`src/conv_ctrl_consts.vh`:
```
/*
  Shared constants for the converter control register slice: register
  indices, field positions, reset values and bus response codes.
  Assumes it is included by its bare name and holds definitions only.
*/
`ifndef CONV_CTRL_CONSTS_VH
`define CONV_CTRL_CONSTS_VH

// Register indices; the byte address on the bus is four times the index.
`define IDX_CH2_GAIN_FACTOR_LOW      6'h17
`define IDX_CONVERTER_RANGE_STATUS   6'h30
`define IDX_POWER_CONVERTER_CONTROL  6'h31
`define IDX_REGISTER_MAP_CHECKSUM    6'h3e

// Reset values of the registers.
`define RST_CH2_GAIN_FACTOR_LOW      16'h0000
`define RST_POWER_CONVERTER_CONTROL  16'h0000
`define RST_REGISTER_MAP_CHECKSUM    16'h0000

// Field positions.
`define GAIN_LOW_BITS_MSB            15
`define GAIN_LOW_BITS_LSB            8
`define FREQ_RANGE_MSB               11
`define FREQ_RANGE_LSB               8
`define CONVERTER_ENABLE_BIT         0

// Frequency range codes at the two ends of the table.
`define FREQ_CODE_HIGHEST            4'h0
`define FREQ_CODE_LOWEST             4'hf

// Gain factor: 24 bits, one integer bit and 23 fraction bits.
`define GAIN_FRAC_BITS               23

// Bus response codes.
`define RESP_OKAY                    2'h0
`define RESP_SLVERR                  2'h2

`endif

```
`src/conv_ctrl_regs.v`:
```
/*
  AXI4-Lite register slice for the converter: channel 2 low gain bits,
  isolated power converter control, register map checksum and a range
  status register; also applies the 24-bit gain factor to channel 2.
  Assumes one clock, a synchronous active-low reset, a master keeping at
  most one write and one read in flight, and an upper gain word supplied
  by the neighbouring register.
*/
`timescale 1ns/1ps
`default_nettype none

`include "conv_ctrl_consts.vh"

// Notes on behaviour
// RULE1: Low gain register bits 15:8 hold gain bits 7:0.
// RULE2: Gain factor is unsigned, zero to just under two.
// RULE3: Converter control at index 31h, resets to zero.
// RULE4: Bits 11:8 select modulator clock frequency range.
// RULE5: Code 0000b is 3.76-4.10 MHz, reset value.
// RULE6: Codes 1-3 select the next three ranges.
// RULE7: Code 1111b is 1.40-1.53 MHz, the lowest.
// RULE8: Bit 0 enables the power converter, reset off.
// RULE9: Checksum at index 3Eh, reads zero after reset.
// RULE10: Host writes reserved bits as zero.
// RULE11: Middle codes step down monotonically, overlapping.
module conv_ctrl_regs #(
  parameter ADDR_W = 8  // Byte address width of the register window.
) (
  input  wire              aclk,                   // System clock, 250 MHz.
  input  wire              aresetn,                // Synchronous reset, active low.
  input  wire              ce,                     // Clock enable; all state holds while low.
  input  wire [ADDR_W-1:0] s_axi_awaddr,           // Write address.
  input  wire              s_axi_awvalid,          // Write address valid.
  output reg               s_axi_awready,          // Write address ready.
  input  wire [31:0]       s_axi_wdata,            // Write data.
  input  wire [3:0]        s_axi_wstrb,            // Write byte enables.
  input  wire              s_axi_wvalid,           // Write data valid.
  output reg               s_axi_wready,           // Write data ready.
  output reg  [1:0]        s_axi_bresp,            // Write response code.
  output reg               s_axi_bvalid,           // Write response valid.
  input  wire              s_axi_bready,           // Write response ready.
  input  wire [ADDR_W-1:0] s_axi_araddr,           // Read address.
  input  wire              s_axi_arvalid,          // Read address valid.
  output reg               s_axi_arready,          // Read address ready.
  output reg  [31:0]       s_axi_rdata,            // Read data.
  output reg  [1:0]        s_axi_rresp,            // Read response code.
  output reg               s_axi_rvalid,           // Read data valid.
  input  wire              s_axi_rready,           // Read data ready.
  input  wire [15:0]       ch2_gain_factor_high,   // Upper 16 gain bits from the neighbour.
  input  wire [15:0]       checksum_value,         // Freshly computed map checksum.
  input  wire              checksum_update,        // Pulse: load checksum_value.
  input  wire signed [15:0] ch2_sample,            // Channel 2 conversion result.
  input  wire              ch2_sample_valid,       // Pulse: ch2_sample is new.
  output reg  [23:0]       ch2_gain_factor,        // Assembled 24-bit gain factor.
  output reg  signed [15:0] ch2_corrected,         // Gain corrected sample.
  output reg               ch2_corrected_valid,    // Pulse: ch2_corrected is new.
  output reg               converter_enable,       // Power converter on when high.
  output reg  [3:0]        converter_freq_range,   // Selected frequency range code.
  output wire [8:0]        range_min,              // Selected range floor, 10 kHz units.
  output wire [8:0]        range_max               // Selected range ceiling, 10 kHz units.
);

  // Stored registers.
  reg [7:0]        ch2_gain_factor_low_bits;  // Gain bits 7:0.
  reg [15:0]       power_converter_control;   // Full control word.
  reg [15:0]       register_map_checksum;     // Last loaded checksum.

  // Captured write request.
  reg              aw_held;                   // Write address has been taken.
  reg [ADDR_W-1:0] aw_addr;                   // Taken write address.
  reg              w_held;                    // Write data has been taken.
  reg [31:0]       w_data;                    // Taken write data.
  reg [3:0]        w_strb;                    // Taken byte enables.

  // Decode helper: true when a byte address hits the given register index.
  function hit;
    input [ADDR_W-1:0] addr;
    input [5:0]        index;
    begin
      hit = (addr[1:0] == 2'h0) && (addr[ADDR_W-1:2] == index);
    end
  endfunction

  // Byte lane merge of a 16-bit register with new data under two strobes.
  function [15:0] merge16;
    input [15:0] old_val;
    input [15:0] new_val;
    input [1:0]  strb;
    begin
      merge16[7:0]  = strb[0] ? new_val[7:0]  : old_val[7:0];
      merge16[15:8] = strb[1] ? new_val[15:8] : old_val[15:8];
    end
  endfunction

  // A write happens once both halves are held and no response is pending.
  wire do_write = aw_held && w_held && !s_axi_bvalid;

  // Decoded targets of the pending write.
  wire wr_gain    = hit(aw_addr, `IDX_CH2_GAIN_FACTOR_LOW);
  wire wr_control = hit(aw_addr, `IDX_POWER_CONVERTER_CONTROL);
  wire wr_known   = wr_gain || wr_control ||
                    hit(aw_addr, `IDX_REGISTER_MAP_CHECKSUM) ||
                    hit(aw_addr, `IDX_CONVERTER_RANGE_STATUS);

  // Merged control word, used by the register and its output copies.
  wire [15:0] next_control = merge16(power_converter_control, w_data[15:0], w_strb[1:0]);

  // Merged gain word; only the upper byte is stored.
  wire [15:0] next_gain_word = merge16({ch2_gain_factor_low_bits, 8'h00},
                                       w_data[15:0], w_strb[1:0]);

  // Write address and data channels, each accepted on its own; the response
  // reopens both, so a second write cannot overtake the first.
  always @(posedge aclk) begin
    if (!aresetn) begin
      s_axi_awready <= 1'b1;
      s_axi_wready  <= 1'b1;
      aw_held       <= 1'b0;
      aw_addr       <= {ADDR_W{1'b0}};
      w_held        <= 1'b0;
      w_data        <= 32'h00000000;
      w_strb        <= 4'h0;
      s_axi_bvalid  <= 1'b0;
      s_axi_bresp   <= `RESP_OKAY;
    end else if (ce) begin
      // Take the address and close the channel until the response is done.
      if (s_axi_awvalid && s_axi_awready) begin
        aw_held       <= 1'b1;
        aw_addr       <= s_axi_awaddr;
        s_axi_awready <= 1'b0;
      end
      // Take the data likewise, in whichever order it arrives.
      if (s_axi_wvalid && s_axi_wready) begin
        w_held       <= 1'b1;
        w_data       <= s_axi_wdata;
        w_strb       <= s_axi_wstrb;
        s_axi_wready <= 1'b0;
      end
      // Both halves present: answer; unmapped offsets get an error.
      if (do_write) begin
        s_axi_bvalid <= 1'b1;
        s_axi_bresp  <= wr_known ? `RESP_OKAY : `RESP_SLVERR;
      end
      // Response taken: release the held request and reopen both channels.
      if (s_axi_bvalid && s_axi_bready) begin
        s_axi_bvalid  <= 1'b0;
        aw_held       <= 1'b0;
        w_held        <= 1'b0;
        s_axi_awready <= 1'b1;
        s_axi_wready  <= 1'b1;
      end
    end
  end

  // Register storage. The control word keeps its reserved bits as written,
  // since they are read-write; the host is expected to write them as zero.
  always @(posedge aclk) begin
    if (!aresetn) begin
      ch2_gain_factor_low_bits <= 8'h00;
      power_converter_control  <= `RST_POWER_CONVERTER_CONTROL; // RULE3
      converter_enable         <= 1'b0;                          // RULE8
      converter_freq_range     <= `FREQ_CODE_HIGHEST;            // RULE5
    end else if (ce && do_write) begin
      // Gain register: only bits 15:8 are kept; bits 7:0 are reserved.
      if (wr_gain) begin
        ch2_gain_factor_low_bits <= next_gain_word[`GAIN_LOW_BITS_MSB:`GAIN_LOW_BITS_LSB]; // RULE1
      end
      // Control register: update the word and its decoded fields together.
      if (wr_control) begin
        power_converter_control <= next_control; // RULE10
        converter_freq_range    <= next_control[`FREQ_RANGE_MSB:`FREQ_RANGE_LSB]; // RULE4
        converter_enable        <= next_control[`CONVERTER_ENABLE_BIT]; // RULE8
      end
    end
  end

  // Checksum is read only from the bus; it loads only on the update pulse.
  always @(posedge aclk) begin
    if (!aresetn) begin
      register_map_checksum <= `RST_REGISTER_MAP_CHECKSUM; // RULE9
    end else if (ce && checksum_update) begin
      register_map_checksum <= checksum_value;
    end
  end

  // Read data mux, decoded straight from the request address.
  reg [31:0] next_rdata;  // Data for the addressed register.
  reg        next_rerr;   // Address hits no register.
  always @* begin
    next_rdata = 32'h00000000;
    next_rerr  = 1'b0;
    if (hit(s_axi_araddr, `IDX_CH2_GAIN_FACTOR_LOW)) begin
      // Reserved low byte reads as zero.
      next_rdata = {16'h0000, ch2_gain_factor_low_bits, 8'h00}; // RULE1
    end else if (hit(s_axi_araddr, `IDX_POWER_CONVERTER_CONTROL)) begin
      next_rdata = {16'h0000, power_converter_control}; // RULE3
    end else if (hit(s_axi_araddr, `IDX_REGISTER_MAP_CHECKSUM)) begin
      next_rdata = {16'h0000, register_map_checksum}; // RULE9
    end else if (hit(s_axi_araddr, `IDX_CONVERTER_RANGE_STATUS)) begin
      // Floor in the upper half, ceiling in the lower half.
      next_rdata = {7'h00, range_min, 7'h00, range_max};
    end else begin
      next_rerr = 1'b1;
    end
  end

  // Read channel: one request in flight, answered the cycle after it is taken.
  always @(posedge aclk) begin
    if (!aresetn) begin
      s_axi_arready <= 1'b1;
      s_axi_rvalid  <= 1'b0;
      s_axi_rdata   <= 32'h00000000;
      s_axi_rresp   <= `RESP_OKAY;
    end else if (ce) begin
      if (s_axi_arvalid && s_axi_arready) begin
        s_axi_arready <= 1'b0;
        s_axi_rvalid  <= 1'b1;
        s_axi_rdata   <= next_rdata;
        s_axi_rresp   <= next_rerr ? `RESP_SLVERR : `RESP_OKAY;
      end else if (s_axi_rvalid && s_axi_rready) begin
        // Data stands until taken; then the address channel reopens.
        s_axi_rvalid  <= 1'b0;
        s_axi_arready <= 1'b1;
      end
    end
  end

  // Range lookup for the selected code, registered inside.
  freq_range_table u_range (
    .aclk      (aclk),
    .aresetn   (aresetn),
    .ce        (ce),
    .code      (converter_freq_range),
    .range_min (range_min),
    .range_max (range_max)
  );

  // Gain correction: the factor is an unsigned fixed-point value with one
  // integer bit, so the product is shifted right by the fraction width.
  // Gains near two can overflow 16 bits, so the result saturates rather
  // than wrapping, which would flip the sign of a large sample.
  wire signed [40:0] product = ch2_sample * $signed({1'b0, ch2_gain_factor}); // RULE2
  wire               ovf     = (product[40:38] != 3'b000) && (product[40:38] != 3'b111);
  wire signed [15:0] scaled  = product[38:`GAIN_FRAC_BITS];

  // Assemble the gain factor and apply it one cycle after each sample.
  always @(posedge aclk) begin
    if (!aresetn) begin
      ch2_gain_factor     <= 24'h000000;
      ch2_corrected       <= 16'h0000;
      ch2_corrected_valid <= 1'b0;
    end else if (ce) begin
      ch2_gain_factor     <= {ch2_gain_factor_high, ch2_gain_factor_low_bits}; // RULE1
      ch2_corrected_valid <= ch2_sample_valid;
      if (ch2_sample_valid) begin
        if (ovf) begin
          ch2_corrected <= product[40] ? 16'h8000 : 16'h7fff; // RULE2
        end else begin
          ch2_corrected <= scaled;
        end
      end
    end
  end

endmodule // conv_ctrl_regs

`default_nettype wire

```
`src/freq_range_table.v`:
```
/*
  Lookup of the modulator clock frequency range selected by a 4-bit code.
  Limits are given in units of 10 kHz. Assumes a synchronous active-low
  reset and a clock enable shared with the register slice.
*/
`timescale 1ns/1ps
`default_nettype none

module freq_range_table (
  input  wire       aclk,       // System clock.
  input  wire       aresetn,    // Synchronous reset, active low.
  input  wire       ce,         // Clock enable; state holds while low.
  input  wire [3:0] code,       // Selected frequency range code.
  output reg  [8:0] range_min,  // Lower limit in 10 kHz units.
  output reg  [8:0] range_max   // Upper limit in 10 kHz units.
);

  // Table of limits; the middle codes step down monotonically and overlap.
  function [17:0] limits;
    input [3:0] c;
    begin
      case (c)
        4'h0:    limits = {9'd376, 9'd410}; // RULE5
        4'h1:    limits = {9'd352, 9'd384}; // RULE6
        4'h2:    limits = {9'd330, 9'd359}; // RULE6
        4'h3:    limits = {9'd309, 9'd336}; // RULE6
        4'h4:    limits = {9'd289, 9'd315}; // RULE11
        4'h5:    limits = {9'd271, 9'd295}; // RULE11
        4'h6:    limits = {9'd253, 9'd276}; // RULE11
        4'h7:    limits = {9'd237, 9'd259}; // RULE11
        4'h8:    limits = {9'd222, 9'd242}; // RULE11
        4'h9:    limits = {9'd208, 9'd227}; // RULE11
        4'ha:    limits = {9'd195, 9'd212}; // RULE11
        4'hb:    limits = {9'd183, 9'd198}; // RULE11
        4'hc:    limits = {9'd171, 9'd186}; // RULE11
        4'hd:    limits = {9'd160, 9'd174}; // RULE11
        4'he:    limits = {9'd150, 9'd163}; // RULE11
        4'hf:    limits = {9'd140, 9'd153}; // RULE7
        default: limits = {9'd376, 9'd410};
      endcase
    end
  endfunction

  wire [17:0] next_limits = limits(code); // Decoded pair for the current code.

  // Register the limits so that the outputs come from flip-flops.
  always @(posedge aclk) begin
    if (!aresetn) begin
      range_min <= 9'd376;
      range_max <= 9'd410;
    end else if (ce) begin
      range_min <= next_limits[17:9];
      range_max <= next_limits[8:0];
    end
  end

endmodule // freq_range_table

`default_nettype wire

```
`config.mk`:
```
export PLATFORM = sky130hd
export DESIGN_NAME = conv_ctrl_regs
export DESIGN_NICKNAME = d
export VERILOG_FILES = /design/src/conv_ctrl_regs.v /design/src/freq_range_table.v
export VERILOG_INCLUDE_DIRS = /design/src
export SDC_FILE = /design/constraint.sdc
export NUM_CORES = 1
export LEC_CHECK = 0
export BUFFER_PORTS_ARGS = -buffer_cell sky130_fd_sc_hd__buf_4
export CAP_MARGIN = 20
export CORE_MARGIN = 4
export CORE_UTILIZATION = 56
export CTS_BUF_LIST = sky130_fd_sc_hd__clkbuf_8
export DETAILED_ROUTE_END_ITERATION = 6
export PLACE_DENSITY_LB_ADDON = 0.2
export SYNTH_ARGS = -nofsm -noshare
export SYNTH_HDL_FRONTEND = slang
export SYNTH_SLANG_ARGS = --single-unit
```
`constraint.sdc`:
```
create_clock -name aclk -period 5.76 [get_ports aclk]
set_input_delay 0.288 -clock aclk [delete_from_list [all_inputs] [get_ports aclk]]
set_output_delay 0.288 -clock aclk [all_outputs]
set_load 0.1 [all_outputs]
```
### Word-level counts from Yosys, hierarchy flattened

Memories as Yosys holds them, arrays and structs flattened. A register that Yosys moved wholly into a read port is not among the register bits.
Cells that the tools add are included.

* bits in registers: 155
* logic and storage cells: 105
* bits of input ports: 110
* ROM bits: 288
* memories: 1
* output and inout port bits: 105

* multiply operators: 1
* multiplexer cells: 28
* reduce and logical (&&, ||, !) cells: 43
* eq/ne operators: 9

Memories
* (name not given): words 16, bits a word 18, read ports 1, clocked after Yosys merged registers in 1, wr ports 0, RTL line freq_range_table.v:22 `case (c)`

Operators with widths (count)
* $mux W25: 4
* $mul A16 B25 Y41: 1
* $eq A6 B6 Y1 const B: 6
* $mux W16: 2
* $reduce_and A2 Y1: 10
* $mux W1: 19
* $logic_and A1 B1 Y1: 18
* $eq A6 B5 Y1 const B: 2
* $reduce_and A3 Y1: 3
* $reduce_bool A2 Y1: 4
* $logic_not A2 Y1: 2
* $mux W2: 2
* $mux W4: 1
* $logic_or A1 B1 Y1: 3
* $ne A3 B3 Y1 const B: 1
* $reduce_bool A3 Y1: 1
* $logic_not A1 Y1: 2

### Longest topological paths before layout

* depth in word-level cells: 7
* depth in mapped cells: 26
* depth with buffers taken out: 23

### By module

Synthesis repeated with hierarchy kept, for this count alone.

* cells, all modules: 2242
* area total of the unflattened synthesis: 19132.1 µm²

Modules (own cells, without submodules)
* conv_ctrl_regs: instances 1, seq. area each 2822.7 µm², cells each 2120, area an instance 18063.6 µm²
* freq_range_table: instances 1, seq. area each 360.3 µm², cells each 122, area an instance 1068.5 µm²

### Worst setup path before layout

No wires, ideal clock.

* kind: register to register
* from: reg ch2_gain_factor[21]
* to: reg ch2_corrected[10]
* data required time: 5.637 ns
* library setup time: 0.123 ns
* period minus slack after synthesis: 7.040 ns
* data arrival time: 6.917 ns
* path buffers: 3
* cell stages (with the launch flop): 26
* slack: -1.280 ns
* cell sequence: dfxtp_1 clkbuf_1 clkbuf_1 nand2_1 fa_1 inv_1 fa_1 inv_1 fa_1 inv_1 fa_1 fa_1 inv_1 fa_1 inv_1 ha_1 nand3_1 or2_0 or4b_1 a211oi_1 a211o_1 nand4_1 and3_1 o21ai_4 buf_6 a211oi_2

* word-level cells in the longest chain between the ends: 4
* elaborated cells between the ends (all ways): 6
* classes of those cells: mul: 1; eq/ne: 1; mux: 2; reduce/logical: 2

RTL lines
* start, declared: RTL line conv_ctrl_regs.v:54 `output reg [23:0] ch2_gain_factor,`
* start signal, assigned: RTL line conv_ctrl_regs.v:253 `ch2_gain_factor <= {ch2_gain_factor_high, ch2_gain_factor_low_bits};`
* $mul A16 B25 Y41 *: RTL line conv_ctrl_regs.v:242 `wire signed [40:0] product = ch2_sample * $signed({1'b0, ch2_gain_factor});`
* $ne A3 B3 Y1 or $reduce_bool A3 Y1 (tied branches): RTL line conv_ctrl_regs.v:243 `wire ovf = (product[40:38] != 3'b000) && (product[40:38] != 3'b111);`
* $logic_and A1 B1 Y1: RTL line conv_ctrl_regs.v:243
* $mux W16 *: RTL line conv_ctrl_regs.v:256 `if (ovf) begin`
* end signal, assigned: RTL line conv_ctrl_regs.v:257 `ch2_corrected <= product[40] ? 16'h8000 : 16'h7fff;`
* end signal, assigned: RTL line conv_ctrl_regs.v:259 `ch2_corrected <= scaled;`
* end, declared: RTL line conv_ctrl_regs.v:55 `output reg signed [15:0] ch2_corrected,`

Mark *: on every way between the ends. The rest lies on a longest branch, timed or not.
A chain may end at the register's enable or synchronous reset.

### Worst setup path after layout

* from: reg ch2_gain_factor[17]
* to: reg ch2_corrected[14]

The elaborated chain is that of the path after synthesis.

==> results by group <==
STA
  – Clock Skew: 15.49 ps
  – Min Tclk post-route: 6384 ps
  – Slew @ Worst Pin: 1088 ps
  – Rel. slew slack: 27.45%
  – Setup-failing EPs final: 16
  – Fin crit share: 110.8%
  – RSZ-0062 raised after global routing: yes
  – Max Fclk: 0.1566 GHz
  – Setup WS post-layout: -624.2 ps
  – Hold Vio Cnt, Final: 0
  – Slew Limit Fails: 0

Worst hold path
  – Min-delay src: ch2_gain_factor_high[0]
  – Hold Path Sink: ch2_gain_factor[8]
  – Worst hold path depth: 3
  – Min-Delay Path Class: in2reg

Placement
  – Detail Placement HPWL: 41,440 um
  – PortBufs: 187
  – GPL Wtd Cong: between 0.9 and 1
  – Cell area after placement: 22,030 um^2
  – Worst slack, placed: -753.7 ps

Final layout
  – Nets: 3,099
  – N_diodes: 0
  – P&R area growth vs syn: 23.73%
  – Post-route cell area: about 23,000 um^2
  – Layout cells sized above 1: 23.77%
  – Fill cells: 2,576
  – Final Core Density: 70.15%

Worst setup path
  – Critical path capture point type: flop
  – Required @ worst endpoint: approximately 6100 ps
  – CP max stage delay: about 590 ps
  – FF-to-FF Start: ch2_gain_factor[17]
  – Crit path cell chain: buf_12 -> buf_4 -> nand2_2 -> fa_1 -> fa_1 -> fa_1 -> inv_2 -> fa_1 -> fa_1 -> inv_2 -> fa_1 -> inv_2 -> ha_4 -> buf_6 -> nand4_1 -> or4b_4 -> a211oi_2 -> a211o_1 -> nand4_1 -> and3_4 -> o21ai_4 -> buf_12 -> a211oi_1
  – Worst Setup Path Type: reg2reg
  – Worst r2r dst: ch2_corrected[14]
  – Slowest cell on crit path: or4b_4
  – Crit path DAT: 6730 ps
  – Most frequent CP cell: fa_1
  – Setup crit start kind: flop
  – FF-to-FF path depth: 23
  – R2r setup slk: -620 ps
  – Crit Path Max Fanout: 13

Floorplanning
  – IO Count: 215
  – Starting density of the core: 56.69%
  – Row Count: 67
  – Die area: 36,870 um^2
  – Die Wd: 192.0 um
  – Core Region: 33,450 um^2
  – Die Y: 192.0 um

Power
  – Pint: 3.574 mW
  – Static Leak: 11.47 nW
  – Clock share of power: 11.9%
  – Power per Cell Area: 283.9 nW/um^2
  – Switching share of power: 46.35%
  – Seq pwr share: around 18%
  – Switching pwr: 3.088 mW
  – Peak VDD IR: approximately 0.35 mV
  – Comb pwr share: 70.1%

Run
  – Max-cap violation count: 0

Drt
  – Routed wire length: between 50,000 and 60,000 um
  – Routed Antenna Nets: 0
  – Via Count: 16,450
  – Initial DRC count: 1,151
  – DRC viols: 0
  – Via density: 5.478
  – DRT Pass-1 Iters: 6
  – Routed len/inst: around 18 um

Yosys
  – Leading area contributor after synthesis: fa_1
  – Synth Flop Type: dfxtp_1
  – Synth warn: 0
  – Yosys reg bits: 159
  – Avg Inst Size Synth: 8.596 um^2
  – Synth unique cells: 67
  – Async SR Flop Fraction: 0%
  – Mapped Cells: around 2,200
  – EDFF count, synth: 0
  – Mapped Area: 18,960 um^2
  – Yosys top cell area share: 32.20%
  – Top post-synthesis cells by area: fa_1 (32%), dfxtp_1 (17%), ha_1 (9.4%), inv_1 (8.0%), nand2_1 (7.0%)
  – Sequential area share after synthesis: ~17%

Run status
  – Violated checks: negative setup slack
  – Status: finished with violations

Global routing
  – GRT Overall Usage: 29.89%
  – Vias in the first global route: 17,070
  – Initial antenna violation count: 0
  – Largest net degree at the start of global routing: 103
  – First-pass GRT wire length: 87,290 um
  – Remaining global-route overflow: 0

Clock tree
  – CTS tree: built
  – # H-tree levels: 4
  – Clock Latency Late Sink: 460 ps
  – TritonCTS Buffers: 17
  – Root Buffer: clkbuf_8
  – Maximum clock path buffer count: 2
  – Clock sinks: about 160
  – Reg clk slew, reported paths: ~90 ps
-- power by group through the flow --
| stage | clock (mW) | sequential, mW | combinational (mW) |
|---|---|---|---|
| final | 0.795 | 1.20 | 4.67 |
| after floorplan | 0 | 1.47 | 2.42 |
| after global placement | 0 | 1.23 | 4.12 |
| after detailed placement | 0 | 1.23 | 4.17 |
| after global routing | 0.856 | 1.20 | 5.12 |
| after CTS | 0.804 | 1.20 | 4.41 |
-- placed cells by master (no fill, tap or decap), drive strengths merged, types with 9 or more instances in the layout --
cell,n
nand2b,18
and2,149
inv,410
a211oi,31
o211ai,17
mux2i,52
and3,9
nor2,148
fa,305
o21ai,56
xnor2,12
dfxtp,159
ha,143
clkbuf,17
a22oi,18
nand4,12
buf,430
nand3,21
conb,9
nand2,354
a21oi,88
-- how the worst max path moves through the flow --
stage | startpoint | end | slack (ps) | cells past startpoint
after detailed placement | ch2_sample[15] | ch2_corrected[9] | -750 | 22
after global placement | ch2_sample[15] | ch2_corrected[11] | -610 | 22
after CTS | ch2_gain_factor[11] | ch2_corrected[10] | -530 | 23
after floorplan | ch2_gain_factor[21] | ch2_corrected[5] | -520 | 25
after global routing | ch2_gain_factor[11] | ch2_corrected[14] | -920 | 24
final | ch2_gain_factor[17] | ch2_corrected[14] | -620 | 23
-- sequential cells by signal, indices dropped and copies added, names as in the netlist, 2 cells and up --
name / cells
w_data: 16
ch2_corrected: 16
u_range.range_min: 9
s_axi_rdata: 25
ch2_gain_factor: 24
converter_freq_range: 4
u_range.range_max: 9
w_strb: 2
aw_addr: 8
register_map_checksum: 16
ch2_gain_factor_low_bits: 8
power_converter_control: 12
-- through the flow --
| stage | hold slack (ps) | total power, mW | instances | setup TNS (ps) |
|---|---|---|---|---|
| CTS | 42.44 | 6.414 | 2977 | -7606 |
| floorplan | 424.0 | 3.885 | 2214 | -7571 |
| global placement | 442.9 | 5.353 | 2899 | -9188 |
| global route | 48.72 | 7.177 | 3002 | -13950 |
| detailed placement | 447.8 | 5.399 | 2899 | -11420 |
| finish | 59.93 | 6.662 | 3002 | -9374 |
-- layer usage --
| metal | vias up | GRT usage [%] | part of all wire [%] | routed length, um |
|---|---|---|---|---|
| li1 | 7465 | - | - | - |
| met1 | 8205 | 38.39 | 40 | 21620 |
| met2 | 645 | 50.83 | 49 | 26960 |
| met3 | 130 | 5.416 | 6.8 | 3687 |
| met4 | 0 | 10.83 | 4.1 | 2221 |
| met5 | - | 0 | 0 | 0 |
-- worst max-delay path: cells and delay by family (launching register included) --
family                   cells  cell delay, ps
AND/OR/NAND/NOR              5            1260
flip-flops                   1             380
AO/OA/AOI/OAI                4             540
adder cells (fa/ha/maj)      7            3410
buffers and inverters        7             660
-- kinds of logic (layout without fill, tap and decap cells) --
| kind of cell | count (synthesis) | after routing | share of synthesized area, % |
|---|---|---|---|
| AOI/OAI and AO/OA | 262 | 262 | 9.257 |
| buffers and inverters | 525 | 865 | 10.79 |
| muxes | 54 | 54 | 2.923 |
| xor gates and xnor gates | 19 | 19 | 0.8775 |
| and+or+nand+nor | 738 | 738 | 17.71 |
| DFF | 159 | 159 | 16.79 |
| other | 1 | 9 | 0.01978 |
| adders and majority gates | 448 | 448 | 41.63 |
-- what timing repair did --
item	CTS	global route
hold buffers	0	0
pin swaps	35	59
setup endpoints to repair	16	16
cloned	0	0
setup buffers	47	24
resized for setup	59	54
-- area by class of cell --
type	instances	area [um^2]	area share (%)
flip-flops and latches	159	3271	13.94
well taps	448	560.5	2.389
multi-input cells	1530	14210	60.59
clock buffers	17	234.0	0.9972
inverters	403	1515	6.458
repair buffers	430	3532	15.05
clock inverters	15	135.1	0.5759
-- cell usage after synthesis, types with 3 or more instances --
library cell / number
fa_1: 305
a211oi_2: 13
a211o_1: 3
a31oi_1: 3
a21o_1: 7
ha_1: 143
nand2_1: 354
and3_1: 8
a211oi_1: 18
nand4_1: 12
o21a_1: 4
o2111ai_1: 3
nand3b_1: 3
nor3_1: 5
nor4_1: 3
nor2_1: 148
a22oi_1: 18
mux2i_1: 52
dfxtp_1: 159
a21boi_0: 3
buf_2: 4
a21oi_1: 86
inv_1: 402
o21ai_0: 51
and2_1: 149
buf_4: 15
xor2_1: 7
a222oi_1: 7
nor2b_1: 5
o211ai_1: 17
clkbuf_1: 100
nand3_1: 21
xnor2_1: 12
nand2b_1: 18
o21bai_1: 4
(Power assumes the default switching activity.)
